[config.mk]
export PLATFORM = sky130hd
export DESIGN_NAME = sbc_system_bus_controller
export DESIGN_NICKNAME = d
export VERILOG_FILES = /design/src/design/sbc_arbiter.v /design/src/design/sbc_decoder.v /design/src/design/sbc_system_bus_controller.v
export VERILOG_INCLUDE_DIRS = /design/src /design/src/pkg
export SDC_FILE = /design/constraint.sdc
export NUM_CORES = 1
export LEC_CHECK = 0
export BUFFER_PORTS_ARGS = -buffer_cell sky130_fd_sc_hd__buf_2
export CORE_AREA = 2 2 159 161
export CTS_CLUSTER_DIAMETER = 50
export DETAILED_ROUTE_END_ITERATION = 10
export DIE_AREA = 0 0 161 163
export PLACE_DENSITY = 0.63
export SYNTH_ARGS = -nofsm -noshare
export SYNTH_HDL_FRONTEND = slang
export SYNTH_HIERARCHICAL = 1
export SYNTH_SLANG_ARGS = --single-unit
[constraint.sdc]
create_clock -name clock -period 3.6 [get_ports clock]
set_input_delay 0.54 -clock clock [delete_from_list [all_inputs] [get_ports clock]]
set_output_delay 0.54 -clock clock [all_outputs]
set_load 0.01 [all_outputs]
[src/pkg/sbc_map.vh]
`ifndef SBC_MAP_VH
`define SBC_MAP_VH

// ==========================================================
// register offsets (byte addresses)
`define SBC_REMAP_CONTROL_REG 8'h00
`define SBC_ABORT_STATUS_REG 8'h04
`define SBC_ABORT_ADDRESS_REG 8'h08

// ==========================================================
// field positions
`define SBC_REMAP_TOGGLE_BIT 0
`define SBC_UNDEF_POS 0
`define SBC_MISALIGN_POS 1
`define SBC_SIZE_LSB 8
`define SBC_TYPE_LSB 10
`define SBC_LAST_DMA_POS 16
`define SBC_LAST_CPU_POS 17
`define SBC_STICKY_DMA_POS 24
`define SBC_STICKY_CPU_POS 25

// ==========================================================
// reset values
`define SBC_REMAP_RESET 1'b0
`define SBC_STATUS_RESET 32'h0000_0000

// ==========================================================
// access size and type encodings
`define SBC_SIZE_BYTE 2'h0
`define SBC_SIZE_HALF 2'h1
`define SBC_SIZE_WORD 2'h2
`define SBC_TYPE_READ 2'h0
`define SBC_TYPE_WRITE 2'h1
`define SBC_TYPE_FETCH 2'h2

// ==========================================================
// address map
`define SBC_REGION_MEMORY 4'h0
`define SBC_REGION_PERIPH 4'hf
`define SBC_WINDOW_AREA0 8'h00
`define SBC_WINDOW_FLASH 8'h01
`define SBC_WINDOW_SRAM 8'h02
`define SBC_WINDOW_QUIET 8'h03

`endif

[src/design/sbc_arbiter.v]
`timescale 1ns/1ns

module sbc_arbiter
(
  // requests
  input wire dmaReq,
  input wire cpuReq,
  // grants
  output wire dmaGrant,
  output wire cpuGrant
);

  // ==========================================================
  // fixed priority, no fairness: a busy dma can starve the cpu
  assign dmaGrant = dmaReq;
  assign cpuGrant = cpuReq & ~dmaReq;

endmodule

[src/design/sbc_decoder.v]
`timescale 1ns/1ns
`include "sbc_map.vh"

module sbc_decoder
(
  // access
  input wire [31:0] addr,
  input wire remapped,
  // decode result
  output reg flashHit,
  output reg sramHit,
  output reg periphHit,
  output reg undefined
);

  // ==========================================================
  // region and 1-Mbyte window decode
  always @*
  begin
    flashHit = 1'b0;
    sramHit = 1'b0;
    periphHit = 1'b0;
    undefined = 1'b0;
    if (addr[31:28] == `SBC_REGION_PERIPH)
      periphHit = 1'b1;
    else if (addr[31:28] != `SBC_REGION_MEMORY)
      undefined = 1'b1;
    else
    begin
      case (addr[27:20])
        `SBC_WINDOW_AREA0:
        begin
          flashHit = ~remapped;
          sramHit = remapped;
        end
        `SBC_WINDOW_FLASH: flashHit = 1'b1;
        `SBC_WINDOW_SRAM: sramHit = 1'b1;
        `SBC_WINDOW_QUIET: undefined = 1'b0;
        default: undefined = 1'b1;
      endcase
    end
  end

endmodule

[src/design/sbc_system_bus_controller.v]
// The implementer's own choices: the address map and the address-and-strobe port.
`timescale 1ns/1ns
`include "sbc_map.vh"

// Operation
// - dma wins over cpu, fixed priority
// - all transfers are little-endian only
// - top nibble picks region; fourteen abort
// - eight more bits pick 1-Mbyte windows
// - small memories mirror across their window
// - unassigned memory window aborts
// - window 0x003 aborts only on misalignment
// - area 0 is flash, sram after remap
// - aliased memory also at own address
// - writing a one to bit 0 toggles the remap
// - abort goes to every master together
// - capture full abort address
// - record size, type, cause, source
// - sticky per-master abort flag until read
// - misaligned word or half-word aborts
// - cpu instruction fetches skip alignment check
// - two-bit size and type encodings
// - writing zero to remap does nothing
module sbc_system_bus_controller
#(
  parameter FLASH_ADDR_BITS = 17,
  parameter SRAM_ADDR_BITS = 16
)
(
  // clock and reset
  input wire clock,
  input wire srst,
  // dma master
  input wire dmaReq,
  input wire [31:0] dmaAddr,
  input wire [1:0] dmaSize,
  input wire dmaWrite,
  input wire [31:0] dmaWdata,
  output wire dmaGrant,
  // cpu master
  input wire cpuReq,
  input wire [31:0] cpuAddr,
  input wire [1:0] cpuSize,
  input wire cpuWrite,
  input wire cpuFetch,
  input wire [31:0] cpuWdata,
  output wire cpuGrant,
  // answers shared by both masters
  output reg busAbort_q,
  output reg busRvalid_q,
  output reg [31:0] busRdata_q,
  // slave side
  output reg flashSel_q,
  output reg sramSel_q,
  output reg periphSel_q,
  output reg [31:0] slaveAddr_q,
  output reg [1:0] slaveSize_q,
  output reg slaveWrite_q,
  output reg [31:0] slaveWdata_q,
  input wire [31:0] flashRdata,
  input wire [31:0] sramRdata,
  input wire [31:0] periphRdata,
  // register port
  input wire [7:0] regAddr,
  input wire [31:0] regWdata,
  input wire regWrite,
  input wire regRead,
  output reg [31:0] regRdata_q,
  // state view
  output wire remapped
);

  // ==========================================================
  // functions

  // true when an access other than a fetch breaks the alignment of its size
  function misaligned;
    input [1:0] size;
    input [1:0] low;
    input fetch;
    begin
      misaligned = 1'b0;
      if (!fetch)
      begin
        if (size == `SBC_SIZE_WORD && low != 2'h0)
          misaligned = 1'b1;
        if (size == `SBC_SIZE_HALF && low[0])
          misaligned = 1'b1;
      end
    end
  endfunction

  // two-bit access type from the master's qualifiers
  function [1:0] accessType;
    input write;
    input fetch;
    begin
      if (fetch)
        accessType = `SBC_TYPE_FETCH;
      else if (write)
        accessType = `SBC_TYPE_WRITE;
      else
        accessType = `SBC_TYPE_READ;
    end
  endfunction

  // ==========================================================
  // arbitration

  wire anyGrant;

  sbc_arbiter arbiter
  (
    .dmaReq(dmaReq),
    .cpuReq(cpuReq),
    .dmaGrant(dmaGrant),
    .cpuGrant(cpuGrant)
  );

  assign anyGrant = dmaGrant | cpuGrant;

  // ==========================================================
  // owner mux; the dma never fetches code
  reg [31:0] selAddr;
  reg [1:0] selSize;
  reg selWrite;
  reg selFetch;
  reg [31:0] selWdata;

  always @*
  begin
    if (dmaGrant)
    begin
      selAddr = dmaAddr;
      selSize = dmaSize;
      selWrite = dmaWrite;
      selFetch = 1'b0;
      selWdata = dmaWdata;
    end
    else
    begin
      selAddr = cpuAddr;
      selSize = cpuSize;
      selWrite = cpuWrite;
      selFetch = cpuFetch;
      selWdata = cpuWdata;
    end
  end

  // ==========================================================
  // decode and abort detection
  reg remap_q;
  wire flashHit;
  wire sramHit;
  wire periphHit;
  wire undefHit;
  wire misHit;
  wire abortNow;

  sbc_decoder decoder
  (
    .addr(selAddr),
    .remapped(remap_q),
    .flashHit(flashHit),
    .sramHit(sramHit),
    .periphHit(periphHit),
    .undefined(undefHit)
  );

  assign misHit = misaligned(selSize, selAddr[1:0], selFetch);
  assign abortNow = anyGrant & (undefHit | misHit);
  assign remapped = remap_q;

  // ==========================================================
  // mirrored memory address: upper window bits are dropped
  wire [31:0] flashAddr;
  wire [31:0] sramAddr;

  assign flashAddr = {{(32 - FLASH_ADDR_BITS){1'b0}},
    selAddr[FLASH_ADDR_BITS-1:0]};
  assign sramAddr = {{(32 - SRAM_ADDR_BITS){1'b0}},
    selAddr[SRAM_ADDR_BITS-1:0]};

  // ==========================================================
  // slave side request stage; data lanes pass unswapped, since
  // byte 0 always sits on bits 7:0
  reg [31:0] slaveAddr_d;

  always @*
  begin
    if (flashHit)
      slaveAddr_d = flashAddr;
    else if (sramHit)
      slaveAddr_d = sramAddr;
    else
      slaveAddr_d = selAddr;
  end

  always @(posedge clock)
  begin
    if (srst)
    begin
      flashSel_q <= 1'b0;
      sramSel_q <= 1'b0;
      periphSel_q <= 1'b0;
      slaveAddr_q <= 32'h0000_0000;
      slaveSize_q <= 2'h0;
      slaveWrite_q <= 1'b0;
      slaveWdata_q <= 32'h0000_0000;
      busAbort_q <= 1'b0;
    end
    else
    begin
      // an aborted access is cancelled before any slave sees it
      flashSel_q <= anyGrant & flashHit & ~misHit;
      sramSel_q <= anyGrant & sramHit & ~misHit;
      periphSel_q <= anyGrant & periphHit & ~misHit;
      slaveAddr_q <= slaveAddr_d;
      slaveSize_q <= selSize;
      slaveWrite_q <= selWrite;
      slaveWdata_q <= selWdata;
      // one wire fans out to both masters; each acts on it for its own access
      busAbort_q <= abortNow;
    end
  end

  // ==========================================================
  // read return, one cycle after the slave select
  reg readPending;

  always @*
  begin
    readPending = (flashSel_q | sramSel_q | periphSel_q) & ~slaveWrite_q;
  end

  always @(posedge clock)
  begin
    if (srst)
    begin
      busRvalid_q <= 1'b0;
      busRdata_q <= 32'h0000_0000;
    end
    else
    begin
      busRvalid_q <= readPending;
      if (flashSel_q)
        busRdata_q <= flashRdata;
      else if (sramSel_q)
        busRdata_q <= sramRdata;
      else if (periphSel_q)
        busRdata_q <= periphRdata;
    end
  end

  // ==========================================================
  // remap toggle
  wire remapHit;

  assign remapHit = regWrite & (regAddr == `SBC_REMAP_CONTROL_REG);

  always @(posedge clock)
  begin
    if (srst)
      remap_q <= `SBC_REMAP_RESET;
    else if (remapHit && regWdata[`SBC_REMAP_TOGGLE_BIT])
      remap_q <= ~remap_q;
  end

  // ==========================================================
  // abort status capture
  reg [31:0] abortAddr_q;
  reg [1:0] abortSize_q;
  reg [1:0] abortType_q;
  reg abortUndef_q;
  reg abortMis_q;
  reg [1:0] lastSource_q;
  reg [1:0] sticky_q;
  wire statusRead;
  wire [1:0] sourceNow;

  assign statusRead = regRead & (regAddr == `SBC_ABORT_STATUS_REG);
  // bit 0 is the dma, bit 1 the cpu
  assign sourceNow = {cpuGrant, dmaGrant};

  always @(posedge clock)
  begin
    if (srst)
    begin
      abortAddr_q <= 32'h0000_0000;
      abortSize_q <= 2'h0;
      abortType_q <= 2'h0;
      abortUndef_q <= 1'b0;
      abortMis_q <= 1'b0;
      lastSource_q <= 2'h0;
    end
    else if (abortNow)
    begin
      abortAddr_q <= selAddr;
      abortSize_q <= selSize;
      abortType_q <= accessType(selWrite, selFetch);
      abortUndef_q <= undefHit;
      abortMis_q <= misHit;
      lastSource_q <= sourceNow;
    end
  end

  // sticky flags: a new abort in the reading cycle survives the clear
  genvar m;
  generate
    for (m = 0; m < 2; m = m + 1)
    begin : stickyFlag
      always @(posedge clock)
      begin
        if (srst)
          sticky_q[m] <= 1'b0;
        else if (abortNow && sourceNow[m])
          sticky_q[m] <= 1'b1;
        else if (statusRead)
          sticky_q[m] <= 1'b0;
      end
    end
  endgenerate

  // ==========================================================
  // register read port
  reg [31:0] statusWord;
  reg [31:0] regRdata_d;

  always @*
  begin
    statusWord = `SBC_STATUS_RESET;
    statusWord[`SBC_UNDEF_POS] = abortUndef_q;
    statusWord[`SBC_MISALIGN_POS] = abortMis_q;
    statusWord[`SBC_SIZE_LSB+1:`SBC_SIZE_LSB] = abortSize_q;
    statusWord[`SBC_TYPE_LSB+1:`SBC_TYPE_LSB] = abortType_q;
    statusWord[`SBC_LAST_DMA_POS] = lastSource_q[0];
    statusWord[`SBC_LAST_CPU_POS] = lastSource_q[1];
    statusWord[`SBC_STICKY_DMA_POS] = sticky_q[0];
    statusWord[`SBC_STICKY_CPU_POS] = sticky_q[1];
  end

  always @*
  begin
    regRdata_d = 32'h0000_0000;
    // remap control is write-only and reads as zero
    case (regAddr)
      `SBC_ABORT_STATUS_REG: regRdata_d = statusWord;
      `SBC_ABORT_ADDRESS_REG: regRdata_d = abortAddr_q;
      default: regRdata_d = 32'h0000_0000;
    endcase
  end

  always @(posedge clock)
  begin
    if (srst)
      regRdata_q <= 32'h0000_0000;
    else if (regRead)
      regRdata_q <= regRdata_d;
    else
      regRdata_q <= 32'h0000_0000;
  end

endmodule

Word-level counts from Yosys, hierarchy flattened
Index checks and enable logic that the tools add are counted.
- register bits after elaboration: 179
- bits of input ports: 277
- output and inout port bits: 139
- word-level logic and storage cells: 93
- eq/ne operators: 8
- mux-type cells: 29
- bitwise gates (word level): 20
- reduce and logical (&&, ||, !) cells: 15
- operators with widths (cell ; number):
    32-bit 2-to-1 mux ; 5
    32-bit one-hot mux with 2 select lines ; 1
    17-bit 2-to-1 mux ; 2
    1-bit 2-to-1 mux ; 17
    8-bit by 2-bit == test with 1-bit output, second input constant ; 2
    8-bit zero test ; 2
    1-bit bitwise AND ; 11
    8-bit by 1-bit == test with 1-bit output, second input constant ; 1
    8-bit by 3-bit == test with 1-bit output, second input constant ; 1
    8-bit by 4-bit == test with 1-bit output, second input constant ; 1
    2-bit nonzero test ; 3
    1-bit logical AND ; 5
    1-bit NOT ; 5
    4-bit == test, second input constant ; 1
    2-bit 2-to-1 mux ; 2
    1-bit OR ; 4
    1-bit one-hot mux with 2 select lines ; 2
    4-bit nonzero test ; 1
    4-bit OR reduction ; 1
    3-bit nonzero test ; 1
    3-bit OR reduction ; 1
    2-bit by 1-bit == test with 1-bit output, second input constant ; 1
    2-bit == test, second input constant ; 1
    2-bit OR reduction ; 1

Longest topological paths before layout
- word-level depth: 10
- depth in mapped cells: 12
- mapped depth without buffers: 7

Cells and area by module
The synthesis kept the hierarchy.
- modules (own cells, without submodules) (module ; times used ; cells an instance ; area an instance (µm²) ; sequential area each (µm²)):
    sbc_system_bus_controller ; 1 ; 749 ; 7039.3 ; 3583.4
    sbc_decoder ; 1 ; 10 ; 70.1 ; 0.0
    sbc_arbiter ; 1 ; 2 ; 21.3 ; 0.0

Worst setup path before layout
No wires, ideal clock.
- kind: input port to flip-flop
- start: in dmaReq
- end: reg slaveAddr_q[22]
- library setup time: 0.128 ns
- data arrival time: 2.594 ns
- required time: 3.472 ns
- slack: 0.878 ns
- stages: 10
- path buffers: 4
- cells stage by stage: buf_4 buf_4 buf_2 mux2_2 nor4_2 nand3_1 nor3_1 or3_1 clkbuf_1 nor2b_1
- cells in the longest elaborated chain, start to end: 6
- elaborated cells on any way between the ends: 13
- classes of those cells: 3 x eq/ne; 7 x mux; 3 x reduce/logical
- ends and longest elaborated chain (element ; line ; RTL):
    from (decl) ; sbc_system_bus_controller.v:34 ; input wire dmaReq,
    32-bit 2-to-1 mux * ; sbc_system_bus_controller.v:132 ; if (dmaGrant)
    net selAddr[24] ; sbc_system_bus_controller.v:124 ; reg [31:0] selAddr;
    8-bit by 2-bit == test with 1-bit output / 8-bit zero test (equally long branches) ; sbc_decoder.v:30 ; case (addr[27:20])
    1-bit one-hot mux with 2 select lines * ; sbc_decoder.v:30 ;
    1-bit 2-to-1 mux * ; sbc_decoder.v:26 ; else if (addr[31:28] != `SBC_REGION_MEMORY)
    1-bit 2-to-1 mux * ; sbc_decoder.v:24 ; if (addr[31:28] == `SBC_REGION_PERIPH)
    net sramHit ; sbc_system_bus_controller.v:154 ; wire sramHit;
    3-bit OR reduction (no source line) * ; n/a ;
    to (signal assigned) ; sbc_system_bus_controller.v:218 ; slaveAddr_q <= slaveAddr_d;
    to (decl) ; sbc_system_bus_controller.v:56 ; output reg [31:0] slaveAddr_q,
Mark *: on every way through the listed nets, which the timed path passes. The rest lies on a longest branch.
A chain may end at the register's enable or synchronous reset.

Worst setup path in the final report
- start: in dmaReq
- end: reg abortSize_q[1]
- elaborated cells on any way between the ends: 26
- classes of those cells: 6 x eq/ne; 9 x mux; 5 x bitwise; 6 x reduce/logical
- RTL lines (element ; line ; RTL):
    32-bit 2-to-1 mux * ; sbc_system_bus_controller.v:132 ;
    net selAddr[30] ; sbc_system_bus_controller.v:124 ;
    4-bit nonzero test (no source line) ; n/a ;
    1-bit 2-to-1 mux ; sbc_decoder.v:26 ;
    1-bit 2-to-1 mux * ; sbc_decoder.v:24 ;
    net undefHit ; sbc_system_bus_controller.v:156 ; wire undefHit;
    1-bit OR * ; sbc_system_bus_controller.v:171 ; assign abortNow = anyGrant & (undefHit | misHit);
    1-bit bitwise AND * ; sbc_system_bus_controller.v:171 ;
    to (signal assigned) ; sbc_system_bus_controller.v:299 ; abortSize_q <= selSize;
    to (decl) ; sbc_system_bus_controller.v:272 ; reg [1:0] abortSize_q;
Marked as above.

==> summary.txt <==
STA
  – Maximum operating frequency: 360 MHz
  – Setup violators final: 0
  – Clock skew: 18.3 ps
  – RSZ-0062 raised after global routing: no
  – Post-route fraction of the period consumed by the critical path: 77.3%
  – Final Slew Violations: 0
  – Minimum clock period: 2780 ps
  – Worst Hold Margin: 340 ps
  – Number of failing hold endpoints at the final stage: 0
  – Final TNS setup: 0 ps
  – Setup slack of the critical path after layout: between 800 and 900 ps
  – Worst Max-Slew Pin Slew: between 1000 and 1500 ps
  – Headroom to the max-slew limit: approximately 33%

Die
  – Area of the placeable core: 24700 um^2
  – Die height: 163 um
  – Std-Cell Rows: 58
  – Die area: 26200 um^2
  – Die X: 161 um
  – I/O pin count: between 400 and 500
  – Starting density of the core: 28.9%

Power
  – Portion of total power attributed to the clock network: between 40% and 50%
  – Int Pwr: 3290 uW
  – Net Switching: 1200 uW
  – Worst supply voltage drop on vdd: 0.266 mV
  – Comb power frac: 11.7%
  – Leakage power summed over all cells: 0.00462 uW
  – Areal power density over the cells: 453 nW/um^2
  – Switching power as a share of total power: 26.8%
  – Part of the total power dissipated in sequential elements: 46.9%

Route
  – Vias: 6461
  – Post-route antenna net violation count: 0
  – Routed Wire Length: approximately 22 mm
  – Via count normalized by instance count: between 4 and 5
  – First-pass iteration count of the detailed router: 5
  – Count of routing violations after the opening detailed-route iteration: approximately 300
  – Detail-routed net length per standard cell: 14.9 um
  – DRC viols: 0

CTS
  – Number of resized instances in the post-cts repair step: 0
  – Setup Buffers After CTS: 0
  – Clock transition time at the flip-flop clock pins of the worst setup and hold paths: ~80 ps
  – Total number of clock tree sinks: 179
  – Worst-skew pair later-pin latency: about 430 ps
  – Largest buffer count on any clock path: 2
  – CTS tree: done
  – Count of hold buffers inserted by post-cts repair: 0
  – Clock root buffer: clkbuf_16
  – H-tree depth reported by CTS: 4
  – Number of clock buffers inserted by TritonCTS: 17

Logic synthesis
  – Number of synthesized flops with an enable pin: 0
  – Area share of the largest cell type after synthesis: 50.3%
  – Fraction of the yosys area taken by sequential cells: between 50% and 60%
  – Share of synthesized flip-flops with an asynchronous set or reset: 0%
  – Synthesized Nets: 1038
  – Most numerous cell in the Yosys netlist: dfxtp_1
  – Post-synth top flop: dfxtp_1
  – Post-synthesis instance total: 761
  – Number of unique standard cell types used by synthesis: 43
  – Cell Area, Synth: 7130 um^2
  – Avg Inst Size Synth: 9.37 um^2
  – Post-synthesis cell type with the largest combined area: dfxtp_1
  – Synth warn: 6
  – Post-synth top cells: dfxtp_1 (179), nand2_1 (119), mux2i_1 (82)
  – Seq cells post-synth: around 180
  – Synth area leaders: dfxtp_1 (50%), mux2i_1 (12%), nand2_1 (6.3%)

Critical path
  – WP buf/inv: 2
  – Maximum fanout count along the critical path: 26
  – CP arrival: 3090 ps
  – Launching element type of the critical path: input pin
  – Class of the most critical setup path: in2reg
  – Slowest cell on the critical path: mux2_2
  – Kind of end point of the critical path: flop
  – Dominant cell type by count on the critical path: buf_4
  – Delay of the slowest cell on the worst path: between 400 and 500 ps
  – Sequence of cells on the critical path: buf_4 > mux2_2 > and4_2 > a31oi_1 > nand2_1 > o21ai_4 > buf_4 > o21ai_0
  – Worst EP required: 3900 ps
  – Worst path top cell family by delay: compound AO/OA/AOI/OAI gates

Placed design
  – Post-Place Worst Slack: approximately 290 ps
  – Final RePlAce weighted congestion: 0.823
  – Hpwl dp: 16.8 mm
  – IO buf count: 384

Global routing
  – Tot GR Track Use: 16.1%
  – Maximum number of pins on one net before global-route repair: 67
  – Vias in the first global route: 6181
  – Number of antenna violations at the first check in global routing: 1
  – Wire length of the first global-routing pass: 32.7 mm
  – Global route total overflow: 0

Job
  – Number of max-cap violations: 0

Status
  – Result of the run: finished, final reports clean

Final layout
  – Total inserted antenna cells: 0
  – Layout cells sized above 1: 41.9%
  – # nets final: 1399
  – Synth-to-Final Area Change: 39.0%
  – Count of filler cells inserted in the layout: 2507
  – Final core utilization: 40.2%

Worst hold path
  – Worst min path class: in2reg
-- layout by cell type (no fill, tap or decap), drive strengths merged, types with 2 or more instances in the layout --
master | Yosys | layout
clkinv | 0 | 5
buf | 26 | 396
mux2i | 82 | 82
inv | 3 | 12
a21oi | 40 | 40
or2 | 2 | 2
a22oi | 12 | 12
nand2b | 21 | 21
xor2 | 2 | 2
nor2b | 35 | 35
nand2 | 119 | 119
or3 | 2 | 2
nor4 | 5 | 5
dfxtp | 179 | 179
nor2 | 68 | 68
o21ai | 56 | 56
and2 | 26 | 26
clkbuf | 28 | 18
a21bo | 2 | 2
nor3b | 2 | 2
mux2 | 32 | 32
nor3 | 8 | 8
-- registers in the layout (all words and copies together), names as in the netlist, 2 cells and up --
signal        cells
slaveAddr_q      32
statusWord        2
lastSource_q      2
abortSize_q       2
abortType_q       2
regRdata_q       32
busRdata_q       32
slaveWdata_q     32
slaveSize_q       2
abortAddr_q      32
-- power groups by stage --
stage	Clock, uW	Sequential (uW)	Combinational (uW)
6_report	1860	2110	525
5_1_grt	2000	2120	582
4_1_cts	1920	2110	534
3_5_place_dp	0	2150	532
3_3_place_gp	0	2150	527
2_1_floorplan	0	2180	257
-- kinds of logic (layout without fill, tap and decap cells) --
logic type                count (synthesis)  after routing  share of synthesized area, %
AOI/OAI and AO/OA                       116            116                          9.18
xor gates and xnor gates                  3              3                         0.369
buffers and inverters                    57            431                          4.09
DFF                                     179            179                          50.3
muxes                                   114            114                          16.6
and+or+nand+nor                         292            292                          19.5
-- layer usage --
metal	GRT usage, %	share of wire (%)
met5	0	0
met2	30.6	52
met1	17.6	39
met4	4.06	1.2
met3	4.53	7.5
-- path summary, 6_finish.rpt --
check,slack [ps],cells after the start,from,to
setup / recovery,820,8,dmaReq,abortSize_q[1]
hold / removal,340,3,cpuWdata[27],slaveWdata_q[27]
setup reg to reg,1790,4,periphSel_q,busRdata_q[29]
hold reg to reg,450,2,busRdata_q[16],busRdata_q[16]
-- worst register-to-register path, delay by kind of cell, from the launching register on --
kind                   cells  cell delay, ps
and+or+nand+nor            2             840
DFF                        1             460
buffers and inverters      1             290
AOI/OAI and AO/OA          1             150
-- metrics by stage --
stage	instance area [um^2]	power (uW)	cells
after detailed placement	9310	2690	1433
after global routing	9910	4700	1465
after floorplan	7130	2440	761
final	9910	4490	1465
after global placement	9310	2680	1433
after CTS	9910	4560	1465
-- cell type report --
class	instances	area [um^2]	share of cell area, %
multi-input combinational	525	3270	33.0
inverter	3	11.3	0.114
clock buffer	18	439	4.43
clock inverter	14	158	1.59
tap	330	413	4.17
sequential	179	3590	36.2
timing repair buffer	396	2030	20.5
Note: power is estimated with default switching activity, not from simulation.
